`src/logic/ucr_pkg.sv`:
```
package ucr_pkg;
  // Register index addresses
  localparam logic [7:0] UCR_A_BASE_ADDR = 8'h0E;
  localparam logic [7:0] UCR_A_IRQ_ADDR = 8'h10;
  localparam logic [7:0] UCR_B_EN_ADDR = 8'h11;
  localparam logic [7:0] UCR_B_MODE_ADDR = 8'h12;
  localparam logic [7:0] UCR_B_BASE_ADDR = 8'h13;
  // Values after reset
  localparam logic [7:0] UCR_A_BASE_RST = 8'h00;
  localparam logic [7:0] UCR_A_IRQ_RST = 8'hF0;
  localparam logic [7:0] UCR_B_EN_RST = 8'hF8;
  localparam logic [7:0] UCR_B_MODE_RST = 8'hC4;
  localparam logic [7:0] UCR_B_BASE_RST = 8'h00;
  // Masks of writable bits; the rest read as ones
  localparam logic [7:0] UCR_IRQ_WMASK = 8'h0F;
  localparam logic [7:0] UCR_EN_WMASK = 8'h07;
  localparam logic [7:0] UCR_MODE_WMASK = 8'h3F;
  // Field positions
  localparam int UCR_EN_BIT = 0;
  localparam int UCR_APM_BIT = 1;
  localparam int UCR_LEAK_BIT = 2;
  localparam int UCR_TEST_BIT = 0;
  localparam int UCR_IR_BIT = 1;
  localparam int UCR_DUPLEX_BIT = 2;
  localparam int UCR_IRMODE_LSB = 3;
  // I/O base formula
  localparam logic [11:0] UCR_IO_OFFSET = 12'h100;
  localparam logic [2:0] UCR_IRMODE_ASK = 3'h2;
endpackage

```
`src/logic/ucr_uart_config_registers.sv`:
```
// Decided for this implementation: the address-and-strobe port.
`timescale 1ns/10ps
// Notes on behaviour
// RL1: I/O base of each UART is eight times base select plus 100h.
// RL2: Interrupt code maps to lines 3-7, 9-11, 14, 15; others none.
// RL3: Reserved bits of every UART configuration register read as ones.
// RL4: Second UART enable clear removes decode and powers it down.
// RL5: Enable register bit 1 turns automatic power management on.
// RL6: Leakage bit floats outputs and blocks inputs during power-down.
// RL7: Mode register bit 0 enables the second UART test mode.
// RL8: Infrared bit routes second UART data to infrared pins.
// RL9: Duplex bit gives full duplex at zero, half at one, with infrared.
// RL10: Infrared mode field picks pulse format; codes 3 to 7 reserved.
// RL11: Writes to reserved bits are ignored so they still read ones.
module ucr_uart_config_registers
  import ucr_pkg::*;
(
  // Clock and reset
  input wire logic clk_sys,
  input wire logic reset_n,
  // Register port
  input wire logic [7:0] reg_addr,
  input wire logic [7:0] reg_wdata,
  input wire logic reg_write,
  input wire logic reg_read,
  output logic [7:0] reg_rdata,
  // First UART settings
  output logic [11:0] uart_a_io_base,
  output logic [15:0] uart_a_irq_lines,
  // Second UART settings
  output logic [11:0] uart_b_io_base,
  output logic uart_b_decode_en,
  output logic uart_b_power_down,
  output logic uart_b_auto_pm_en,
  output logic uart_b_pins_isolate,
  output logic uart_b_test_mode,
  output logic uart_b_ir_select,
  output logic uart_b_half_duplex,
  output logic [2:0] uart_b_ir_mode,
  output logic uart_b_ir_mode_valid,
  // Second UART pin routing
  input wire logic second_serial_in_pin,
  input wire logic infrared_receive_pin,
  input wire logic uart_b_tx_data,
  output logic uart_b_rx_data,
  output logic second_serial_out_pin,
  output logic second_serial_out_oe,
  output logic infrared_transmit_pin,
  output logic infrared_transmit_oe
);

  // Decoded line set for one interrupt code; reserved codes route nothing
  function automatic logic [15:0] irq_decode(input logic [3:0] code);
    logic [15:0] lines;
    lines = 16'h0000;
    case (code)
      4'h3, 4'h4, 4'h5, 4'h6, 4'h7, 4'h9, 4'hA, 4'hB, 4'hE, 4'hF: begin
        lines[code] = 1'b1;
      end
      default: begin
        lines = 16'h0000;
      end
    endcase
    return lines;
  endfunction

  // Base select to 12-bit I/O address
  function automatic logic [11:0] io_base(input logic [7:0] sel);
    return {1'b0, sel, 3'h0} + UCR_IO_OFFSET;
  endfunction

  // Stored registers
  logic [7:0] a_base;
  logic [7:0] a_irq;
  logic [7:0] b_en;
  logic [7:0] b_mode;
  logic [7:0] b_base;

  // Write decode
  wire logic wr_a_base = reg_write && (reg_addr == UCR_A_BASE_ADDR);
  wire logic wr_a_irq = reg_write && (reg_addr == UCR_A_IRQ_ADDR);
  wire logic wr_b_en = reg_write && (reg_addr == UCR_B_EN_ADDR);
  wire logic wr_b_mode = reg_write && (reg_addr == UCR_B_MODE_ADDR);
  wire logic wr_b_base = reg_write && (reg_addr == UCR_B_BASE_ADDR);

  // Reserved bits forced high on write
  wire logic [7:0] next_a_irq = (reg_wdata & UCR_IRQ_WMASK) | ~UCR_IRQ_WMASK; // RL11
  wire logic [7:0] next_b_en = (reg_wdata & UCR_EN_WMASK) | ~UCR_EN_WMASK; // RL11
  wire logic [7:0] next_b_mode = (reg_wdata & UCR_MODE_WMASK) | ~UCR_MODE_WMASK; // RL11

  always_ff @(posedge clk_sys) begin
    if (!reset_n) begin
      a_base <= UCR_A_BASE_RST;
      a_irq <= UCR_A_IRQ_RST;
      b_en <= UCR_B_EN_RST;
      b_mode <= UCR_B_MODE_RST;
      b_base <= UCR_B_BASE_RST;
    end else begin
      if (wr_a_base) a_base <= reg_wdata;
      if (wr_a_irq) a_irq <= next_a_irq;
      if (wr_b_en) b_en <= next_b_en;
      if (wr_b_mode) b_mode <= next_b_mode;
      if (wr_b_base) b_base <= reg_wdata;
    end
  end

  // Read select; unmapped indexes read as zero
  logic [7:0] next_rdata;
  always_comb begin
    case (reg_addr)
      UCR_A_BASE_ADDR: next_rdata = a_base;
      UCR_A_IRQ_ADDR: next_rdata = a_irq | ~UCR_IRQ_WMASK; // RL3
      UCR_B_EN_ADDR: next_rdata = b_en | ~UCR_EN_WMASK; // RL3
      UCR_B_MODE_ADDR: next_rdata = b_mode | ~UCR_MODE_WMASK; // RL3
      UCR_B_BASE_ADDR: next_rdata = b_base;
      default: next_rdata = 8'h00;
    endcase
  end

  // Settings decoded from stored bits
  wire logic b_on = b_en[UCR_EN_BIT];
  wire logic b_ir = b_mode[UCR_IR_BIT];
  wire logic [2:0] b_irmode = b_mode[UCR_IRMODE_LSB +: 3];
  // Pins held off only while powered down with leakage control set
  wire logic b_isolate = !b_on && b_en[UCR_LEAK_BIT]; // RL6
  wire logic b_rx_src = b_ir ? infrared_receive_pin : second_serial_in_pin; // RL8

  // Next values of the registered outputs
  wire logic [7:0] next_reg_rdata = reg_read ? next_rdata : 8'h00;
  wire logic [11:0] next_a_io_base = io_base(a_base); // RL1
  wire logic [15:0] next_a_irq_lines = irq_decode(a_irq[3:0]); // RL2
  wire logic [11:0] next_b_io_base = io_base(b_base); // RL1
  wire logic next_b_half_duplex = b_ir && b_mode[UCR_DUPLEX_BIT]; // RL9
  wire logic next_b_ir_mode_valid = (b_irmode <= UCR_IRMODE_ASK); // RL10
  // Blocked input idles high so the receiver sees no start bit
  wire logic next_b_rx_data = b_isolate ? 1'h1 : b_rx_src; // RL6
  wire logic next_serial_out_oe = !b_ir && !b_isolate; // RL8
  wire logic next_ir_out_oe = b_ir && !b_isolate; // RL8

  // Read data stands for each cycle of read strobe, then returns to zero once the strobe drops
  always_ff @(posedge clk_sys) begin
    if (!reset_n) begin
      reg_rdata <= 8'h00;
    end else begin
      reg_rdata <= next_reg_rdata;
    end
  end

  // First UART settings; all settings lag a write by one cycle
  always_ff @(posedge clk_sys) begin
    if (!reset_n) begin
      uart_a_io_base <= UCR_IO_OFFSET;
      uart_a_irq_lines <= 16'h0000;
    end else begin
      uart_a_io_base <= next_a_io_base; // RL1
      uart_a_irq_lines <= next_a_irq_lines; // RL2
    end
  end

  // Second UART address and power settings
  always_ff @(posedge clk_sys) begin
    if (!reset_n) begin
      uart_b_io_base <= UCR_IO_OFFSET;
      uart_b_decode_en <= 1'h0;
      uart_b_power_down <= 1'h1;
      uart_b_auto_pm_en <= 1'h0;
      uart_b_pins_isolate <= 1'h0;
    end else begin
      uart_b_io_base <= next_b_io_base; // RL1
      uart_b_decode_en <= b_on; // RL4
      uart_b_power_down <= !b_on; // RL4
      uart_b_auto_pm_en <= b_en[UCR_APM_BIT]; // RL5
      uart_b_pins_isolate <= b_isolate; // RL6
    end
  end

  // Second UART mode settings
  always_ff @(posedge clk_sys) begin
    if (!reset_n) begin
      uart_b_test_mode <= 1'h0;
      uart_b_ir_select <= 1'h0;
      uart_b_half_duplex <= 1'h0;
      uart_b_ir_mode <= 3'h0;
      uart_b_ir_mode_valid <= 1'h1;
    end else begin
      uart_b_test_mode <= b_mode[UCR_TEST_BIT]; // RL7
      uart_b_ir_select <= b_ir; // RL8
      uart_b_half_duplex <= next_b_half_duplex; // RL9
      uart_b_ir_mode <= b_irmode; // RL10
      uart_b_ir_mode_valid <= next_b_ir_mode_valid; // RL10
    end
  end

  // Pin routing; the flop adds one cycle of latency on every serial path
  always_ff @(posedge clk_sys) begin
    if (!reset_n) begin
      uart_b_rx_data <= 1'h1;
      second_serial_out_pin <= 1'h1;
      second_serial_out_oe <= 1'h0;
      infrared_transmit_pin <= 1'h0;
      infrared_transmit_oe <= 1'h0;
    end else begin
      uart_b_rx_data <= next_b_rx_data; // RL6
      second_serial_out_pin <= uart_b_tx_data;
      second_serial_out_oe <= next_serial_out_oe; // RL8
      infrared_transmit_pin <= uart_b_tx_data;
      infrared_transmit_oe <= next_ir_out_oe; // RL8
    end
  end

  // Checks
  a_rsv_read_ones: assert property (@(posedge clk_sys) disable iff (!reset_n) // RL3
    reg_read && reg_addr == UCR_B_EN_ADDR |=> reg_rdata[7:3] == 5'h1F)
    else $error("enable register reserved bits not read as ones");
  a_rsv_write_ignored: assert property (@(posedge clk_sys) disable iff (!reset_n) // RL11
    wr_b_mode |=> b_mode[7:6] == 2'h3)
    else $error("mode register reserved bits changed by write");
  a_base_formula: assert property (@(posedge clk_sys) disable iff (!reset_n) // RL1
    wr_a_base ##1 !wr_a_base |=> uart_a_io_base == {1'b0, $past(reg_wdata, 2), 3'h0} + 12'h100)
    else $error("first UART base address wrong");
  a_irq_route: assert property (@(posedge clk_sys) disable iff (!reset_n) // RL2
    a_irq[3:0] inside {4'h1, 4'h2, 4'h8, 4'hC, 4'hD, 4'h0} |=> uart_a_irq_lines == 16'h0000)
    else $error("reserved interrupt code routed a line");
  a_disable_power: assert property (@(posedge clk_sys) disable iff (!reset_n) // RL4
    wr_b_en && !reg_wdata[0] ##1 !wr_b_en |=> !uart_b_decode_en && uart_b_power_down)
    else $error("disabled UART still decoded");
  a_apm_follow: assert property (@(posedge clk_sys) disable iff (!reset_n) // RL5
    wr_b_en |=> ##1 uart_b_auto_pm_en == $past(reg_wdata[1], 2))
    else $error("auto power management bit not applied");
  a_leak_isolate: assert property (@(posedge clk_sys) disable iff (!reset_n) // RL6
    uart_b_pins_isolate |-> !second_serial_out_oe && !infrared_transmit_oe && uart_b_rx_data)
    else $error("pins active while isolated");
  a_test_mode: assert property (@(posedge clk_sys) disable iff (!reset_n) // RL7
    1'b1 |=> uart_b_test_mode == $past(b_mode[0]))
    else $error("test mode does not follow register");
  a_ir_route: assert property (@(posedge clk_sys) disable iff (!reset_n) // RL8
    uart_b_ir_select |-> !second_serial_out_oe)
    else $error("serial output driven in infrared mode");
  a_duplex_ir: assert property (@(posedge clk_sys) disable iff (!reset_n) // RL9
    uart_b_half_duplex |-> uart_b_ir_select)
    else $error("half duplex without infrared");
  a_irmode_valid: assert property (@(posedge clk_sys) disable iff (!reset_n) // RL10
    uart_b_ir_mode_valid |-> uart_b_ir_mode <= 3'h2)
    else $error("reserved infrared mode flagged valid");

  // Reserved bits on read and on write
  a_irq_rsv_read: assert property (@(posedge clk_sys) disable iff (!reset_n) // RL3
    reg_read && reg_addr == UCR_A_IRQ_ADDR |=> reg_rdata[7:4] == 4'hF)
    else $error("interrupt register reserved bits not read as ones");
  a_mode_rsv_read: assert property (@(posedge clk_sys) disable iff (!reset_n) // RL3
    reg_read && reg_addr == UCR_B_MODE_ADDR |=> reg_rdata[7:6] == 2'h3)
    else $error("mode register reserved bits not read as ones");
  a_irq_rsv_write: assert property (@(posedge clk_sys) disable iff (!reset_n) // RL11
    wr_a_irq |=> a_irq[7:4] == 4'hF)
    else $error("interrupt register reserved bits changed by write");
  a_en_rsv_write: assert property (@(posedge clk_sys) disable iff (!reset_n) // RL11
    wr_b_en |=> b_en[7:3] == 5'h1F)
    else $error("enable register reserved bits changed by write");

  // Address, interrupt and power settings
  a_base_b_formula: assert property (@(posedge clk_sys) disable iff (!reset_n) // RL1
    wr_b_base ##1 !wr_b_base |=> uart_b_io_base == {1'h0, $past(reg_wdata, 2), 3'h0} + 12'h100)
    else $error("second UART base address wrong");
  a_irq_valid_line: assert property (@(posedge clk_sys) disable iff (!reset_n) // RL2
    a_irq[3:0] inside {4'h3, 4'h4, 4'h5, 4'h6, 4'h7, 4'h9, 4'hA, 4'hB, 4'hE, 4'hF}
    |=> $onehot(uart_a_irq_lines) && uart_a_irq_lines[$past(a_irq[3:0])])
    else $error("valid interrupt code did not route its line");
  a_enable_decode: assert property (@(posedge clk_sys) disable iff (!reset_n) // RL4
    wr_b_en && reg_wdata[0] ##1 !wr_b_en |=> uart_b_decode_en && !uart_b_power_down)
    else $error("enabled UART not decoded");
  a_leak_enters: assert property (@(posedge clk_sys) disable iff (!reset_n) // RL6
    !b_en[0] && b_en[2] |=> uart_b_pins_isolate)
    else $error("pins not isolated in power-down with leakage control");
  a_leak_normal: assert property (@(posedge clk_sys) disable iff (!reset_n) // RL6
    !b_en[2] |=> !uart_b_pins_isolate)
    else $error("pins isolated with leakage control off");

  // Pin routing and mode settings
  a_rx_infrared: assert property (@(posedge clk_sys) disable iff (!reset_n) // RL8
    b_ir && !b_isolate |=> uart_b_rx_data == $past(infrared_receive_pin))
    else $error("receive data not taken from infrared pin");
  a_rx_serial: assert property (@(posedge clk_sys) disable iff (!reset_n) // RL8
    !b_ir && !b_isolate |=> uart_b_rx_data == $past(second_serial_in_pin))
    else $error("receive data not taken from serial pin");
  a_one_driver: assert property (@(posedge clk_sys) disable iff (!reset_n) // RL8
    !b_isolate |=> second_serial_out_oe != infrared_transmit_oe)
    else $error("not exactly one transmit pin driven");
  a_tx_copy: assert property (@(posedge clk_sys) disable iff (!reset_n) // RL8
    1'h1 |=> second_serial_out_pin == $past(uart_b_tx_data)
      && infrared_transmit_pin == $past(uart_b_tx_data))
    else $error("transmit data not copied to pins");
  a_duplex_half: assert property (@(posedge clk_sys) disable iff (!reset_n) // RL9
    b_ir && b_mode[2] |=> uart_b_half_duplex)
    else $error("half duplex not given with infrared");
  a_irmode_reserved: assert property (@(posedge clk_sys) disable iff (!reset_n) // RL10
    b_irmode > UCR_IRMODE_ASK |=> !uart_b_ir_mode_valid)
    else $error("reserved infrared mode not flagged");
  a_ir_select_follow: assert property (@(posedge clk_sys) disable iff (!reset_n) // RL8
    1'h1 |=> uart_b_ir_select == $past(b_mode[1]))
    else $error("infrared select does not follow register");
  c_ir_enable: cover property (@(posedge clk_sys) disable iff (!reset_n)
    wr_b_mode && reg_wdata[1] ##2 infrared_transmit_oe);
  c_power_down: cover property (@(posedge clk_sys) disable iff (!reset_n)
    uart_b_pins_isolate);
  c_irq_line: cover property (@(posedge clk_sys) disable iff (!reset_n)
    uart_a_irq_lines[15]);
  c_read_back: cover property (@(posedge clk_sys) disable iff (!reset_n)
    reg_read && reg_addr == UCR_B_MODE_ADDR);
  c_half_duplex: cover property (@(posedge clk_sys) disable iff (!reset_n)
    uart_b_half_duplex);

endmodule // ucr_uart_config_registers

```
`config.mk`:
```
export PLATFORM = sky130hd
export DESIGN_NAME = ucr_uart_config_registers
export DESIGN_NICKNAME = d
export VERILOG_FILES = /design/src/logic/ucr_pkg.sv /design/src/logic/ucr_uart_config_registers.sv
export SDC_FILE = /design/constraint.sdc
export NUM_CORES = 1
export LEC_CHECK = 0
export ABC_AREA = 1
export ABC_CLOCK_PERIOD_IN_PS = 2200
export BUFFER_PORTS_ARGS = -buffer_cell sky130_fd_sc_hd__buf_2
export CAP_MARGIN = 25
export CELL_PAD_IN_SITES_DETAIL_PLACEMENT = 0
export CELL_PAD_IN_SITES_GLOBAL_PLACEMENT = 1
export CORE_ASPECT_RATIO = 0.75
export CORE_UTILIZATION = 40
export CTS_CLUSTER_DIAMETER = 30
export DETAILED_ROUTE_END_ITERATION = 16
export PLACE_DENSITY_LB_ADDON = 0.1
export SYNTH_ARGS = -nofsm -noshare
export SYNTH_HDL_FRONTEND = slang
export SYNTH_SLANG_ARGS = --single-unit
```
`constraint.sdc`:
```
create_clock -name clk_sys -period 2.2 [get_ports clk_sys]
set_input_delay 0.11 -clock clk_sys [delete_from_list [all_inputs] [get_ports clk_sys]]
set_output_delay 0.11 -clock clk_sys [all_outputs]
set_load 0.02 [all_outputs]
```
Word-level counts from Yosys, hierarchy flattened. Index checks and enable logic that the tools add are counted.

Bits in registers: 93. Input bits: 23. Output and inout port bits: 64. Logic and storage cells: 65.

$add $sub $neg: 2. Order comparisons: 3. Equality and inequality tests: 15. Muxes and demuxes: 4. Bitwise gates (word level): 1. Reduce and logical (&&, ||, !) cells: 17.

Operators with widths (number): 8-bit case mux with 5 select lines (1); 8-bit by 5-bit equality test with 1-bit output, second input constant (4); 11-bit by 9-bit adder with 12-bit output, second input constant (2); 4-bit equality test, second input constant (5); 4-bit by 3-bit equality test with 1-bit output, second input constant (4); 1-bit logical AND (10); 10-bit OR reduction (1); 8-bit by 4-bit equality test with 1-bit output, second input constant (1); 4-bit by 5-bit less-than comparator with 1-bit output, second input constant (1); 1-bit demux with 4-bit select (1); 4-bit by 2-bit equality test with 1-bit output, second input constant (1); 4-bit by 1-bit >= comparator with 1-bit output, second input constant (1); 2-bit AND reduction (2); 3-bit by 2-bit less-or-equal comparator with 1-bit output, second input constant (1); 1-bit zero test (3); 1-bit two-way mux (2); 2-bit OR reduction (1); 1-bit NOT (1).

Logic depth before layout (Yosys ltp).
Depth in word-level cells: 4. Gate-level depth with buffers: 8. Mapped depth without buffers: 8.

Worst setup path before layout. No wires, ideal clock.

Kind: input-to-reg. Start: input port reg_addr[6]. End: register a_base[6]. Library setup time: 117 ps. Data arrival time: 903 ps. Required time: 2083 ps. Path slack: 1180 ps. Stages: 7. Cell sequence: inv_1 > nand2_1 > nor2_4 > nand3_4 > buf_6 > o21ai_1 > a21oi_1.

Cells in the longest elaborated chain, start to end: 2.

RTL lines: start, declared (line ucr_uart_config_registers.sv:22) `input wire logic [7:0] reg_addr,`; 8-bit by 4-bit equality test with 1-bit output (line ucr_uart_config_registers.sv:80) `wire logic wr_a_base = reg_write && (reg_addr == UCR_A_BASE_ADDR);`; 1-bit logical AND (line ucr_uart_config_registers.sv:80); end signal, assigned (line ucr_uart_config_registers.sv:99) `if (wr_a_base) a_base <= reg_wdata;`; end, declared (line ucr_uart_config_registers.sv:73) `logic [7:0] a_base;`.

No other way between the ends. A chain may end at the register's enable or synchronous reset.

Worst setup path in the final report.
Start: register b_en[0]. End: register uart_b_rx_data.

Cells in the longest elaborated chain, start to end: 3.

RTL lines: start, declared (line ucr_uart_config_registers.sv:75) `logic [7:0] b_en;`; start signal, assigned (line ucr_uart_config_registers.sv:101) `if (wr_b_en) b_en <= next_b_en;`; 1-bit zero test (line ucr_uart_config_registers.sv:125) `wire logic b_isolate = !b_on && b_en[UCR_LEAK_BIT];`; 1-bit logical AND (line ucr_uart_config_registers.sv:125); 2-bit OR reduction (no line); end signal, assigned (line ucr_uart_config_registers.sv:203) `uart_b_rx_data <= next_b_rx_data;`; end, declared (line ucr_uart_config_registers.sv:45) `output logic uart_b_rx_data,`.

No other way between the ends.

==> out/results.ini <==
[run_status]
outcome=completed

[synth]
synth.yosys.seq_area_share_pct=55.3
postSynthAreaPerCell_um2=8.21
yosys.area.top_type=dfxtp_1
syn-cell-area_mm2=0.00315
syn_inst=384
yosys-top-cells-area=dfxtp_1 55%, nand2_1 9.5%, inv_1 6.1%
ys_warn_count=0
yosys_register_bits=87
yosysUniqueCellTypes=30
synth_edf_count=0
synth.most_common_cell=dfxtp_1
synthArstFlopShare_pct=0
netlist.area_leader.share_pct=55.3
synth_common_cells=87 x dfxtp_1, 80 x nand2_1, 51 x inv_1
ys.flop_type=dfxtp_1

[placement]
place_congestion=0.811
place_hpwl_um=5340
port_buffers=80
dpl_cell_area_mm2=0.00365

[setup_path]
arrival_ns=1.72
criticalPathCategory=register to register
crit_required_ns=2.45
path_cells=nor2_1 > nor3_1 > a21oi_1 > dlygate4sd3_1
worstPathMaxFanout=5
end_kind=register
crit_slowest_cell=dlygate4sd3_1
critPathLaunchType=register
cpPeakStageDelay_ns=0.55

[floorplanning]
fp.dieH_um=78.9
initial_utilization_pct=42.0
dieArea_mm2=0.00824
die_w_um=105
io_pins=87
core_mm2=0.00750
rows=27

[clocking]
h-tree-depth=3
cts_max_path_buffers=2
numCtsBuffers=9
clk_latency_ns=0.36
clk_pin_slew_ns=0.08
cts_tree=built
cts_root_buf=clkbuf_8
postCtsSetupRepairBufs=0
cts.sinks=87

[timing]
drv_slew=0
fin_setup_tns_ns=0
timing.final.crit_share_pct=66.7
clock_skew_ns=0.00830
final_hold_viol_count=0
period_needed_ns=1.47
fmax_ghz=0.682
setup_viol_count_final=0
grt_setup_unrepaired=false

[layout]
fillers=766
n_antenna_cell=0
area_growth_pct=23.3
post-route-util_pct=51.8
fin_area_mm2=0.00389
drive_above_1_share_pct=24.4
fin_nets=501

[detailed_routing]
finalWirelength_um=7400
drc_errors=0
viasPerCell=4.51
drt_iter0_markers=126
dr.pass1.iters=4
wl_per_cell_um=12.7
vias=2619
drtAntennaViolNets=0

[global_routing]
grtUsageTotal_pct=19.2
overflow=0
grt_pass1_wl_um=12000
grt_max_degree=27
antenna_found_initial=0
first_global_vias=2406

[worst_hold_path]
hold_class=input port to register

[pwr]
p_sw_mw=0.666
ir_drop_mv=0.316
powerDensity_mw_per_mm2=753
power_mw=2.93
internal_power_mw=2.26
p_sw_share_pct=22.8
p_leak_nw=1.91
comb_power_share_pct=5.0
seq_power_share_pct=54.3
pwr-share-clk_pct=40.7

[run]
max_cap_violations=0

[timing repair]
item / in CTS / in global routing
endpoints found under the setup margin: 0 / 0
hold endpoints to repair: 3 / 0
resized for setup: 0 / 0
hold buffers: 3 / 0
[flip-flops by register name (all words and copies together), names as in the netlist, 3 cells and up]
signal	count
uart_a_irq_lines	16
uart_a_io_base	9
uart_b_io_base	9
a_base	8
b_base	8
reg_rdata	8
b_mode	6
a_irq	4
b_en	3
uart_b_ir_mode	3
[path summary, 6_finish.rpt]
kind,from,to,slack (ns),depth (start not counted)
setup / recovery,b_en[0]$_SDFFE_PN0P_,uart_b_rx_data$_SDFF_PP1_,0.73,4
hold / removal,reg_wdata[7],a_base[7]$_SDFFE_PN0P_,0.02,3
setup reg to reg,b_en[0]$_SDFFE_PN0P_,uart_b_rx_data$_SDFF_PP1_,0.73,4
hold reg to reg,b_base[5]$_SDFFE_PN0P_,uart_b_io_base[8]$_SDFF_PN1_,0.46,1
[through the flow]
stage          setup slack [ns]  hold slack [ns]  std cells
2_1_floorplan              1.18            0.223        395
3_3_place_gp              0.905            0.328        563
3_5_place_dp              0.875            0.330        563
4_1_cts                   0.726           0.0215        581
5_1_grt                   0.599           0.0197        581
6_report                  0.733           0.0235        581
[final cells by class]
| class | count | area [µm²] | area share (%) |
|---|---|---|---|
| clock buffer | 10 | 128 | 3.28 |
| clock inverter | 5 | 83.8 | 2.16 |
| inverter | 53 | 200 | 5.15 |
| multi-input combinational | 240 | 1160 | 29.9 |
| sequential | 87 | 1740 | 44.8 |
| tap | 101 | 126 | 3.25 |
| timing repair buffer | 85 | 445 | 11.5 |
[power by group through the flow]
stage	Combinational, mW	Clock, mW	Sequential (mW)
2_1_floorplan	0.0773	0	1.64
3_3_place_gp	0.142	0	1.62
3_5_place_dp	0.142	0	1.63
4_1_cts	0.146	1.22	1.59
5_1_grt	0.161	1.29	1.59
6_report	0.148	1.19	1.59
[routing by layer]
metal  part of all wire, %  wire length [µm]  GRT usage, %  up-vias
met5                     0                 0             0        -
met4                   1.1                79          6.71        0
met3                   5.2               382          5.83        8
met2                    40              2930          26.3       71
met1                    54              4010          28.0     1168
li1                      -                 -             -     1372
[cell families (layout without fill, tap and decap cells)]
family	Yosys count	after routing	share of synthesized area, %
flip-flops	87	87	55.3
AND/OR/NAND/NOR	178	178	26.6
buffers and inverters	68	153	9.17
XOR/XNOR	2	2	0.556
AO/OA/AOI/OAI	46	46	7.54
other	1	12	0.119
adder cells (fa/ha/maj)	2	2	0.794
[cell usage in the layout (no fill, tap or decap), drive strengths merged]
cell | Yosys | routed
nand3b | 1 | 1
nor4 | 1 | 1
clkbuf | 7 | 10
inv | 52 | 52
nand3 | 39 | 39
conb | 1 | 12
a21oi | 32 | 32
nand2 | 87 | 87
nor2 | 41 | 41
xnor2 | 2 | 2
nand4 | 2 | 2
ha | 2 | 2
dfxtp | 87 | 87
clkinv | 1 | 2
buf | 8 | 82
bufinv | 0 | 2
clkinvlp | 0 | 2
dlygate4sd3 | 0 | 3
nor3 | 7 | 7
o21ai | 14 | 14
[critical path: cells and delay by family, from the launching register on]
family	cells	cell delay [ns]
buf+inv	1	0.55
flops	1	0.42
compound gates	1	0.09
simple gates	2	0.30
No activity file was read; power rests on OpenSTA's default activity.
